$ cat src/verilog/lst_map.vh
/*
 Register offsets, field positions, reset values and timing figures
 for the lockup supervisor timer. Included by its bare name.
*/
`ifndef LST_MAP_VH
`define LST_MAP_VH

// Register word offsets
`define LST_ADDR_CTRL 4'h0
`define LST_ADDR_MODE 4'h1
`define LST_ADDR_DELTA 4'h2
`define LST_ADDR_STAT 4'h3
`define LST_ADDR_MASK 4'h4
`define LST_ADDR_COUNT 4'h5
`define LST_ADDR_PROT 4'h6

// CTRL: reload strobe with key
`define LST_KEY_RELOAD 16'h5a3c
`define LST_CTRL_KEY_HI 31
`define LST_CTRL_KEY_LO 16

// MODE fields
`define LST_MODE_RLD_HI 11
`define LST_MODE_RLD_LO 0
`define LST_MODE_PRE_HI 14
`define LST_MODE_PRE_LO 12
`define LST_MODE_EN 16
`define LST_MODE_DBGHALT 17
`define LST_MODE_RLD_RST 12'hfff
`define LST_MODE_PRE_RST 3'h0

// DELTA field
`define LST_DELTA_RST 12'hfff

// PROT: key words and state bit
`define LST_KEY_LOCK 16'h00a5
`define LST_KEY_UNLOCK 16'h35ca
`define LST_PROT_KEY_HI 15
`define LST_PROT_KEY_LO 0

// STAT/MASK bits
`define LST_EV_UNDER 0
`define LST_EV_EARLY 1
`define LST_EV_BLOCKED 2
`define LST_EV_W 3

// Reset pulse length in ns, and the same in 50 ns clock cycles
`define LST_CLK_NS 50
`define LST_RSTPULSE_NS 1000
// Sized to the pulse counter so no bits are dropped on load
`define LST_RSTPULSE_CYC 8'h14

`endif

$ cat src/verilog/lst_lockup_supervisor_timer.v
/*
 Windowed lockup supervisor timer: 12-bit down counter behind a 3-bit
 prescaler, window check on reload, debug halt, write protection,
 sticky event status with mask and one interrupt line.
 Assumes a plain register port on mclk; dbgHalt comes from another
 domain and is synchronised here.
*/
`timescale 1ns/1ps
`include "lst_map.vh"

module lst_lockup_supervisor_timer #(
  parameter CNT_W = 12,
  parameter PRE_W = 3
) (
  input wire mclk,
  input wire reset_n,
  input wire [3:0] regAddr,
  input wire [31:0] regWdata,
  input wire regWrite,
  input wire regRead,
  output reg [31:0] regRdata,
  input wire dbgHalt,
  output reg sysReset,
  output reg irq
);

////////////////////////////////////////////////////////////////////////
// Registers

reg [CNT_W-1:0] reloadReg;
reg [CNT_W-1:0] deltaReg;
reg [PRE_W-1:0] preSelReg;
reg enableReg;
reg dbgHaltEnReg;
reg protReg;
reg [CNT_W-1:0] countReg;
reg underflowPendReg;
reg [`LST_EV_W-1:0] statReg;
reg [`LST_EV_W-1:0] maskReg;
reg [2:0] dbgSyncReg;
reg [7:0] pulseReg;
reg [`LST_EV_W-1:0] evNext;
reg [31:0] rdNext;

wire tick;
wire dbgStable;
wire halted;
wire reloadReq;
wire reloadOk;
wire reloadEarly;
wire underflow;
wire cfgWrite;
wire blocked;
wire modeWrite;

////////////////////////////////////////////////////////////////////////
// Debug halt input, three-stage synchroniser

always @(posedge mclk or negedge reset_n) begin
  if (!reset_n) begin
    dbgSyncReg <= 3'h0;
  end else begin
    dbgSyncReg <= {dbgSyncReg[1:0], dbgHalt};
  end
end

// Stage two and three agree before the level counts
reg dbgLevelReg;
always @(posedge mclk or negedge reset_n) begin
  if (!reset_n) begin
    dbgLevelReg <= 1'b0;
  end else if (dbgSyncReg[1] == dbgSyncReg[2]) begin
    dbgLevelReg <= dbgSyncReg[2];
  end
end
assign dbgStable = dbgLevelReg;

assign halted = dbgHaltEnReg & dbgStable;

////////////////////////////////////////////////////////////////////////
// Reload window and write decode

assign reloadReq = regWrite && (regAddr == `LST_ADDR_CTRL) &&
  (regWdata[`LST_CTRL_KEY_HI:`LST_CTRL_KEY_LO] == `LST_KEY_RELOAD) && enableReg;
assign reloadEarly = reloadReq && (countReg > deltaReg);
assign reloadOk = reloadReq && !reloadEarly;

assign cfgWrite = regWrite && ((regAddr == `LST_ADDR_MODE) || (regAddr == `LST_ADDR_DELTA));
assign modeWrite = regWrite && (regAddr == `LST_ADDR_MODE) && !protReg;
assign blocked = cfgWrite && protReg;

// underflowPendReg already set by a tick at zero, and a further tick arrives
assign underflow = enableReg && !halted && tick && !reloadOk && underflowPendReg;

lst_prescaler #(
  .SEL_W(PRE_W),
  .DIV_W(8)
) uPre (
  .mclk(mclk),
  .reset_n(reset_n),
  .run(enableReg & ~halted),
  .restart(reloadOk | ~enableReg),
  .sel(preSelReg),
  .tick(tick)
);

////////////////////////////////////////////////////////////////////////
// Configuration registers

always @(posedge mclk or negedge reset_n) begin
  if (!reset_n) begin
    reloadReg <= `LST_MODE_RLD_RST;
    preSelReg <= `LST_MODE_PRE_RST;
    enableReg <= 1'b0;
    dbgHaltEnReg <= 1'b0;
    deltaReg <= `LST_DELTA_RST;
    protReg <= 1'b0;
  end else if (regWrite) begin
    if (regAddr == `LST_ADDR_MODE && !protReg) begin
      reloadReg <= regWdata[`LST_MODE_RLD_HI:`LST_MODE_RLD_LO];
      preSelReg <= regWdata[`LST_MODE_PRE_HI:`LST_MODE_PRE_LO];
      enableReg <= regWdata[`LST_MODE_EN];
      dbgHaltEnReg <= regWdata[`LST_MODE_DBGHALT];
    end
    if (regAddr == `LST_ADDR_DELTA && !protReg) begin
      deltaReg <= regWdata[CNT_W-1:0];
    end
    if (regAddr == `LST_ADDR_PROT) begin
      if (regWdata[`LST_PROT_KEY_HI:`LST_PROT_KEY_LO] == `LST_KEY_LOCK) begin
        protReg <= 1'b1;
      end else if (regWdata[`LST_PROT_KEY_HI:`LST_PROT_KEY_LO] == `LST_KEY_UNLOCK) begin
        protReg <= 1'b0;
      end
    end
  end
end

////////////////////////////////////////////////////////////////////////
// Down counter

always @(posedge mclk or negedge reset_n) begin
  if (!reset_n) begin
    countReg <= `LST_MODE_RLD_RST;
    underflowPendReg <= 1'b0;
  end else if (!enableReg) begin
    // Take a reload value written with the enable, else counting starts stale
    countReg <= modeWrite ? regWdata[`LST_MODE_RLD_HI:`LST_MODE_RLD_LO] : reloadReg;
    underflowPendReg <= 1'b0;
  end else if (reloadOk) begin
    countReg <= reloadReg;
    underflowPendReg <= 1'b0;
  end else if (underflow) begin
    countReg <= reloadReg;
    underflowPendReg <= 1'b0;
  end else if (tick && !halted) begin
    if (countReg == {CNT_W{1'b0}}) begin
      underflowPendReg <= 1'b1;
    end else begin
      countReg <= countReg - {{(CNT_W-1){1'b0}}, 1'b1};
    end
  end
end

////////////////////////////////////////////////////////////////////////
// System reset pulse

always @(posedge mclk or negedge reset_n) begin
  if (!reset_n) begin
    pulseReg <= 8'h00;
    sysReset <= 1'b0;
  end else if (underflow || reloadEarly) begin
    pulseReg <= `LST_RSTPULSE_CYC;
    sysReset <= 1'b1;
  end else if (pulseReg != 8'h00) begin
    pulseReg <= pulseReg - 8'h01;
    sysReset <= (pulseReg != 8'h01);
  end else begin
    sysReset <= 1'b0;
  end
end

////////////////////////////////////////////////////////////////////////
// Events, status, interrupt

always @* begin
  evNext = {`LST_EV_W{1'b0}};
  evNext[`LST_EV_UNDER] = underflow;
  evNext[`LST_EV_EARLY] = reloadEarly;
  evNext[`LST_EV_BLOCKED] = blocked;
end

always @(posedge mclk or negedge reset_n) begin
  if (!reset_n) begin
    statReg <= {`LST_EV_W{1'b0}};
    maskReg <= {`LST_EV_W{1'b0}};
    irq <= 1'b0;
  end else begin
    // New events win over clear on read
    if (regRead && regAddr == `LST_ADDR_STAT) begin
      statReg <= evNext;
    end else begin
      statReg <= statReg | evNext;
    end
    if (regWrite && regAddr == `LST_ADDR_MASK) begin
      maskReg <= regWdata[`LST_EV_W-1:0];
    end
    irq <= |(((regRead && regAddr == `LST_ADDR_STAT) ? evNext : (statReg | evNext)) & maskReg);
  end
end

////////////////////////////////////////////////////////////////////////
// Read port

always @* begin
  rdNext = 32'h00000000;
  case (regAddr)
    `LST_ADDR_MODE: begin
      rdNext[`LST_MODE_RLD_HI:`LST_MODE_RLD_LO] = reloadReg;
      rdNext[`LST_MODE_PRE_HI:`LST_MODE_PRE_LO] = preSelReg;
      rdNext[`LST_MODE_EN] = enableReg;
      rdNext[`LST_MODE_DBGHALT] = dbgHaltEnReg;
    end
    `LST_ADDR_DELTA: rdNext[CNT_W-1:0] = deltaReg;
    `LST_ADDR_STAT: rdNext[`LST_EV_W-1:0] = statReg;
    `LST_ADDR_MASK: rdNext[`LST_EV_W-1:0] = maskReg;
    `LST_ADDR_COUNT: rdNext[CNT_W-1:0] = countReg;
    `LST_ADDR_PROT: rdNext[0] = protReg;
    default: rdNext = 32'h00000000;
  endcase
end

always @(posedge mclk or negedge reset_n) begin
  if (!reset_n) begin
    regRdata <= 32'h00000000;
  end else if (regRead) begin
    regRdata <= rdNext;
  end else begin
    regRdata <= 32'h00000000;
  end
end

endmodule

$ cat src/verilog/lst_prescaler.v
/*
 Prescaler for the lockup supervisor timer: a divider, held while run is low, that gives
 one-cycle tick pulses at mclk / 2^(sel+1).
 Assumes sel is steady between restarts; a restart clears the divider.
*/
`timescale 1ns/1ps

module lst_prescaler #(
  parameter SEL_W = 3,
  parameter DIV_W = 8
) (
  input wire mclk,
  input wire reset_n,
  input wire run,
  input wire restart,
  input wire [SEL_W-1:0] sel,
  output reg tick
);

reg [DIV_W-1:0] divReg;
wire [DIV_W-1:0] divNext;
wire [DIV_W-1:0] limit;

assign divNext = divReg + {{(DIV_W-1){1'b0}}, 1'b1};
// Divide by 2, 4 ... 256 for selections 0 to 7
assign limit = (({{(DIV_W-1){1'b0}}, 1'b1} << sel) << 1) - {{(DIV_W-1){1'b0}}, 1'b1};

always @(posedge mclk or negedge reset_n) begin
  if (!reset_n) begin
    divReg <= {DIV_W{1'b0}};
    tick <= 1'b0;
  end else if (restart) begin
    divReg <= {DIV_W{1'b0}};
    tick <= 1'b0;
  end else if (run) begin
    tick <= (divReg == limit);
    divReg <= (divReg == limit) ? {DIV_W{1'b0}} : divNext;
  end else begin
    tick <= 1'b0;
  end
end

endmodule

$ cat config.mk
export PLATFORM = sky130hd
export DESIGN_NAME = lst_lockup_supervisor_timer
export DESIGN_NICKNAME = d
export VERILOG_FILES = /design/src/verilog/lst_lockup_supervisor_timer.v /design/src/verilog/lst_prescaler.v
export VERILOG_INCLUDE_DIRS = /design/src /design/src/verilog
export SDC_FILE = /design/constraint.sdc
export NUM_CORES = 1
export LEC_CHECK = 0
export ABC_AREA = 1
export BUFFER_PORTS_ARGS = -buffer_cell sky130_fd_sc_hd__buf_2
export CAP_MARGIN = 20
export CORE_MARGIN = 2
export CORE_UTILIZATION = 40
export CTS_CLUSTER_SIZE = 8
export DETAILED_ROUTE_END_ITERATION = 16
export SLEW_MARGIN = 15
export SYNTH_ARGS = -nofsm -noshare
export SYNTH_HDL_FRONTEND = slang
export SYNTH_SLANG_ARGS = --single-unit
$ cat constraint.sdc
create_clock -name mclk -period 2.7 [get_ports mclk]
set_clock_uncertainty 0.05 [all_clocks]
set_input_delay 0.54 -clock mclk [delete_from_list [all_inputs] [get_ports mclk]]
set_output_delay 0.54 -clock mclk [all_outputs]
set_load 0.01 [all_outputs]
======== After elaboration in Yosys (flattened, before gate mapping) ========
Cells that the tools add are included.
word-level totals
  register bits ........................... 104
  output and inout port bits .............. 34
operators by class
  reduce and logical (&&, ||, !) cells .... 36
  bitwise logic cells ..................... 7
  equal/unequal tests ..................... 15
  $add $sub $neg .......................... 4
  shifts and indexed selects .............. 1
  order comparisons ....................... 1
  multiplexer cells ....................... 29
operator list
  kind                                                   count
  2-to-1 mux 12 bit                                      6
  2-to-1 mux 8 bit                                       5
  case mux 9 bit (3 select lines)                        1
  logical AND 1 bit                                      18
  2-to-1 mux 18 bit                                      1
  equality test 16 x 14 -> 1 bit, second input constant  1
  equality test 16 x 15 -> 1 bit, second input constant  1
  equality test 16 x 8 -> 1 bit, second input constant   1
  subtractor 8 x 1 -> 8 bit, second input constant       2
  equality test 4 x 3 -> 1 bit, second input constant    3
  greater-than comparator 12 bit                         1
  logical NOT 12 bit                                     1
  subtractor 12 x 1 -> 12 bit, second input constant     1
  2-to-1 mux 1 bit                                       11
  case mux 2 bit (5 select lines)                        1
  adder 8 x 1 -> 8 bit, second input constant            1
  equality test 4 x 2 -> 1 bit, second input constant    2
  equality test 8 bit                                    1
  != test 4 x 1 -> 1 bit, second input constant          2
  != test 8 x 1 -> 1 bit, second input constant          1
  AND reduction 2 bit                                    4
  nonzero test 8 bit                                     1
  left shift 1 x 3 -> 7 bit, first input constant        1
  2-to-1 mux 3 bit                                       2
  16 further kinds                                       24

======== Longest topological paths before layout ========
  depth after elaboration ................. 14
  depth in mapped cells ................... 17

======== Cells and area by module ========
From an unflattened synthesis, not the netlist that was laid out.
unflattened totals
  cells, all modules ...................... 697
  area, all modules ....................... 5386.4 um^2
by module, submodules not included
  module                       times used  cells each  area each (um^2)
  lst_lockup_supervisor_timer  1           599         4708.3
  lst_prescaler                1           98          678.2

======== Worst setup path before layout ========
OpenSTA, ideal clock, no wires.
  kind .................................... reg-to-reg
  from .................................... reg deltaReg[11]
  to ...................................... reg pulseReg[2]
  library setup time ...................... 131 ps
  data required time ...................... 2519 ps
  data arrival time ....................... 1797 ps
  buffers on the path ..................... 0
  cell stages (with the launch flop) ...... 14
  slack ................................... 722 ps
  cells stage by stage .................... dfstp_2 -> inv_1 -> ha_1 -> nand2_1 -> inv_1 -> nand2_1 -> nor2_1 -> nand4_1 -> nand2_1 -> nand2_2 -> nand2_1 -> nand2_1 -> inv_1 -> o211ai_1
on the way
  longest elaborated chain between the ends .. 9
  elaborated cells on any way between the ends .. 10
  those cells by class .................... order compare: 1; mux: 1; reduce/logical: 8
RTL lines
  element                                                        RTL line                           source
  start: declaration                                             lst_lockup_supervisor_timer.v:31   reg [CNT_W-1:0] deltaReg;
  start signal: assignment                                       lst_lockup_supervisor_timer.v:116  deltaReg <= `LST_DELTA_RST;
  start signal: assignment                                       lst_lockup_supervisor_timer.v:126  deltaReg <= regWdata[CNT_W-1:0];
  greater-than comparator 12 bit (*)                             lst_lockup_supervisor_timer.v:85   assign reloadEarly = reloadReq && (countReg > deltaReg);
  logical AND 1 bit (*)                                          lst_lockup_supervisor_timer.v:85
  logical NOT 1 bit                                              lst_lockup_supervisor_timer.v:86   assign reloadOk = reloadReq && !reloadEarly;
  logical AND 1 bit                                              lst_lockup_supervisor_timer.v:86
  logical NOT 1 bit                                              lst_lockup_supervisor_timer.v:93   assign underflow = enableReg && !halted && tick && !reloadOk && underflowPendReg;
  logical AND 1 bit (2 in series)                                lst_lockup_supervisor_timer.v:93
  logical OR 1 bit (*)                                           lst_lockup_supervisor_timer.v:171  end else if (underflow || reloadEarly) begin
  2-to-1 mux 8 bit / nonzero test 2 bit (equally long branches)  n/a
  end signal: assignment                                         lst_lockup_supervisor_timer.v:172  pulseReg <= `LST_RSTPULSE_CYC;
  end signal: assignment                                         lst_lockup_supervisor_timer.v:175  pulseReg <= pulseReg - 8'h01;
  end: declaration                                               lst_lockup_supervisor_timer.v:41   reg [7:0] pulseReg;
Every way passes the cells marked *; elsewhere a longest branch is shown, timed or not.
A chain may end at the register's enable or synchronous reset.

======== Worst setup path after layout ========
  from .................................... reg deltaReg[5]
  to ...................................... reg pulseReg[2]
The elaborated chain is that of the path after synthesis.

==> flow_summary_export.csv <==
group,metric,value,unit
layout,fin_area,6100,um2
critical_path,critical_path_arrival,2.47,ns
power_and_ir_drop,p_leak,3.14,nW
cts,cts.repair.resized,0,
placed_design,io_buffers,59,
yosys,ys_seq_elements,89,
cts,cts-buffers-inserted,9,
drt,drt-initial-drc-count,343,
sta,finalCritPeriodShare,85.3,%
min_path,hp-class,"in -> async",
placed_design,dp_cells,920,
sta,fin_crit,2.30,ns
global_route,groute.layer.met3.usage,3.33,%
yosys,ys_types,46,
sta,hold_viol,0,
critical_path,required,2.87,ns
floorplan,num_rows,42,
power_and_ir_drop,combPwrFrac,31.3,%
power_and_ir_drop,clock_power_share,27.4,%
layout,final_cells,936,
floorplan,die_w,120,um
placed_design,dpl.hpwl,10300,um
yosys,yosysMostFrequentCell,"nand2_1",
layout,area_growth,13.7,%
critical_path,worstSetupStartpointType,"register",
placed_design,gp_congestion,0.936,
sta,finalSetupTns,0,ns
outcome,status,"completed",
yosys,netlist_area,5370,um2
global_route,overflow,0,
global_route,met1_usage,27.8,%
sta,fmax,434,MHz
power_and_ir_drop,power.density,757,nW/um2
critical_path,cp_max_fo,7,
yosys,ys.flop_type,"dfrtp_1",
yosys,netlist.area_leader.share,24.7,%
floorplan,start_util,40.7,%
power_and_ir_drop,peakVddDrop,0.000277,V
drt,vias_per_cell,4.90,
cts,clk_pin_slew_worst_paths,0.06,ns
placed_design,post-place-ws,0.404,ns
cts,clockBufferDepth,2,
placed_design,placed_area,5800,um2
cts,cts_hold_buf,0,
layout,diodes,0,
critical_path,cp-end-kind,"register",
global_route,grt_first_pass_wirelength,22100,um
yosys,synthArstFlopShare,100,%
yosys,yosys.area.top_type,"dfrtp_1",
yosys,synth_edf_count,0,
sta,slew_viol_final,0,
sta,layout_setup_ws,0.397,ns
cts,cts_tree,"built",
yosys,ys_top_cells_by_area,"dfrtp_1 25%, dfstp_2 18%, nand2_1 13%",
drt,first_pass_iters,5,
drt,vias,4587,
drt,routed_wl,13300,um
power_and_ir_drop,internal_power,0.00294,W
cts,cts_setup_buffers,0,
power_and_ir_drop,pwr-share-seq,41.4,%
floorplan,core-area,13200,um2
run,maxCapViolCount,0,
sta,tightest_slew,0.566,ns
floorplan,die-area,14400,um2
cts,worstSkewPairLatency,0.35,ns
global_route,grt_usage,19.5,%
power_and_ir_drop,p_sw,0.00167,W
power_and_ir_drop,netSwitchingFraction,36.3,%
yosys,synth.cells.most_frequent,"182 x nand2_1, 107 x inv_1, 55 x nor2_1",
layout,final_layout_size_suffix_gt1_share,21.6,%
yosys,ys_seq_area_share,42.4,%
global_route,grt_max_degree,44,
cts,clock-sinks,89,
global_route,grt.busiest_layer,"met2",
yosys,yosys_warnings,0,
layout,final_util,46.3,%
cts,h-tree-depth,3,
drt,routedWlPerCell,14.2,um
cts,cts_root_buffer,"clkbuf_16",
yosys,synthCells,693,
floorplan,io_pins,75,
drt,drt_drc_violations_left,0,
floorplan,fp.dieH,120,um
layout,nets,813,
yosys,syn_area_per_cell,7.74,um2
global_route,gr-usage-met2,30.9,%
critical_path,path_class,"reg -> reg",
global_route,antenna_found_initial,0,
sta,finalSetupViolCount,0,
sta,rsz0062_at_grt,"false",
global_route,grt_pass1_vias,4382,
sta,max-slew-margin-rel,62.3,%
drt,ant_nets,0,
layout make-up:
| type | instances | area [um2] |
|---|---|---|
| Timing Repair Buffer | 65 | 355 |
| Inverter | 116 | 440 |
| Multi-Input combinational cell | 474 | 2520 |
| Tap cell | 176 | 220 |
| Clock buffer | 11 | 243 |
| Sequential cell | 89 | 2270 |
| Clock inverter | 5 | 53.8 |
| Fill cell | 1298 | 7090 |
final timing paths:
check,startpoint,endpoint,slack (ns),cells past startpoint
worst max-delay path,deltaReg[5]$_DFFE_PN1P_,pulseReg[2]$_DFFE_PN0P_,0.40,14
worst min-delay path,reset_n,uPre.divReg[5]$_DFFE_PN0P_,0.13,1
max in group asynchronous,reset_n,deltaReg[7]$_DFFE_PN1P_,1.79,2
worst max register to register,deltaReg[5]$_DFFE_PN1P_,pulseReg[2]$_DFFE_PN0P_,0.40,14
min in group mclk,dbgHalt,dbgSyncReg[0]$_DFF_PN0_,0.25,1
worst min register to register,dbgSyncReg[0]$_DFF_PN0_,dbgSyncReg[1]$_DFF_PN0_,0.30,0
layout by cell type (no fill, tap or decap), types with 2 or more instances in the layout:
master,count
dfrtp_1,53
a21oi_1,9
buf_2,58
o221ai_1,6
o211ai_1,2
buf_4,6
conb_1,15
nand4_1,14
or2_2,2
a221oi_1,2
or2_0,12
o21ai_2,12
nand3_1,27
clkinv_2,3
nor4_1,4
xnor2_1,4
xor2_1,21
o21ai_0,24
nor2_2,2
o22ai_1,5
ha_1,17
nor2_4,3
dfstp_2,36
inv_6,2
o21ai_1,9
a31oi_1,2
nand2_2,16
inv_2,7
nand2_1,182
nor3_1,17
inv_1,107
nor2_1,55
clkbuf_16,9
stage by stage:
step / hold WS, ns / power, W
floorplan: 0.194 / 0.00294
finish: 0.131 / 0.00462
global placement: 0.292 / 0.00331
CTS: 0.163 / 0.00462
global route: 0.174 / 0.00494
detailed placement: 0.300 / 0.00334
critical path: stages, from the launching register on:
cell,delay [ns]
dfstp_2,0.53
inv_1,0.05
ha_1,0.32
nand2_1,0.09
nand2_1,0.07
nand2_1,0.08
nand2_1,0.07
nand2_1,0.06
nand3_1,0.09
nand2_1,0.11
nand2_2,0.12
nand2_1,0.11
nand2_1,0.19
inv_1,0.16
o211ai_1,0.10
per-layer routing:
metal	part of all wire [%]	up-vias
met2	45	136
met5	0	-
met3	5.6	10
li1	-	2274
met4	1.1	0
met1	48	2167
power by group through the flow:
stage | Combinational [W] | Sequential [W] | Clock (W)
2_1_floorplan | 0.00112 | 0.00182 | 0
5_1_grt | 0.00167 | 0.00193 | 0.00134
4_1_cts | 0.00144 | 0.00190 | 0.00128
3_3_place_gp | 0.00140 | 0.00191 | 0
6_report | 0.00144 | 0.00191 | 0.00126
3_5_place_dp | 0.00143 | 0.00191 | 0
logic make-up after synthesis:
| family | count (synthesis) | share of synthesized area (%) |
|---|---|---|
| adders and majority gates | 18 | 4.15 |
| AOI/OAI and AO/OA | 75 | 8.91 |
| buffers and inverters | 144 | 11.7 |
| xor gates and xnor gates | 25 | 4.08 |
| and+or+nand+nor | 341 | 28.7 |
| DFF | 89 | 42.4 |
| other | 1 | 0.0699 |
registers in the layout, summed over array words and instances (netlist names), 8 cells and up:
signal,flops
reloadReg,12
deltaReg,12
uPre.divReg,8
regRdata,17
countReg,12
pulseReg,8
Power figures use the tool's default switching activity.
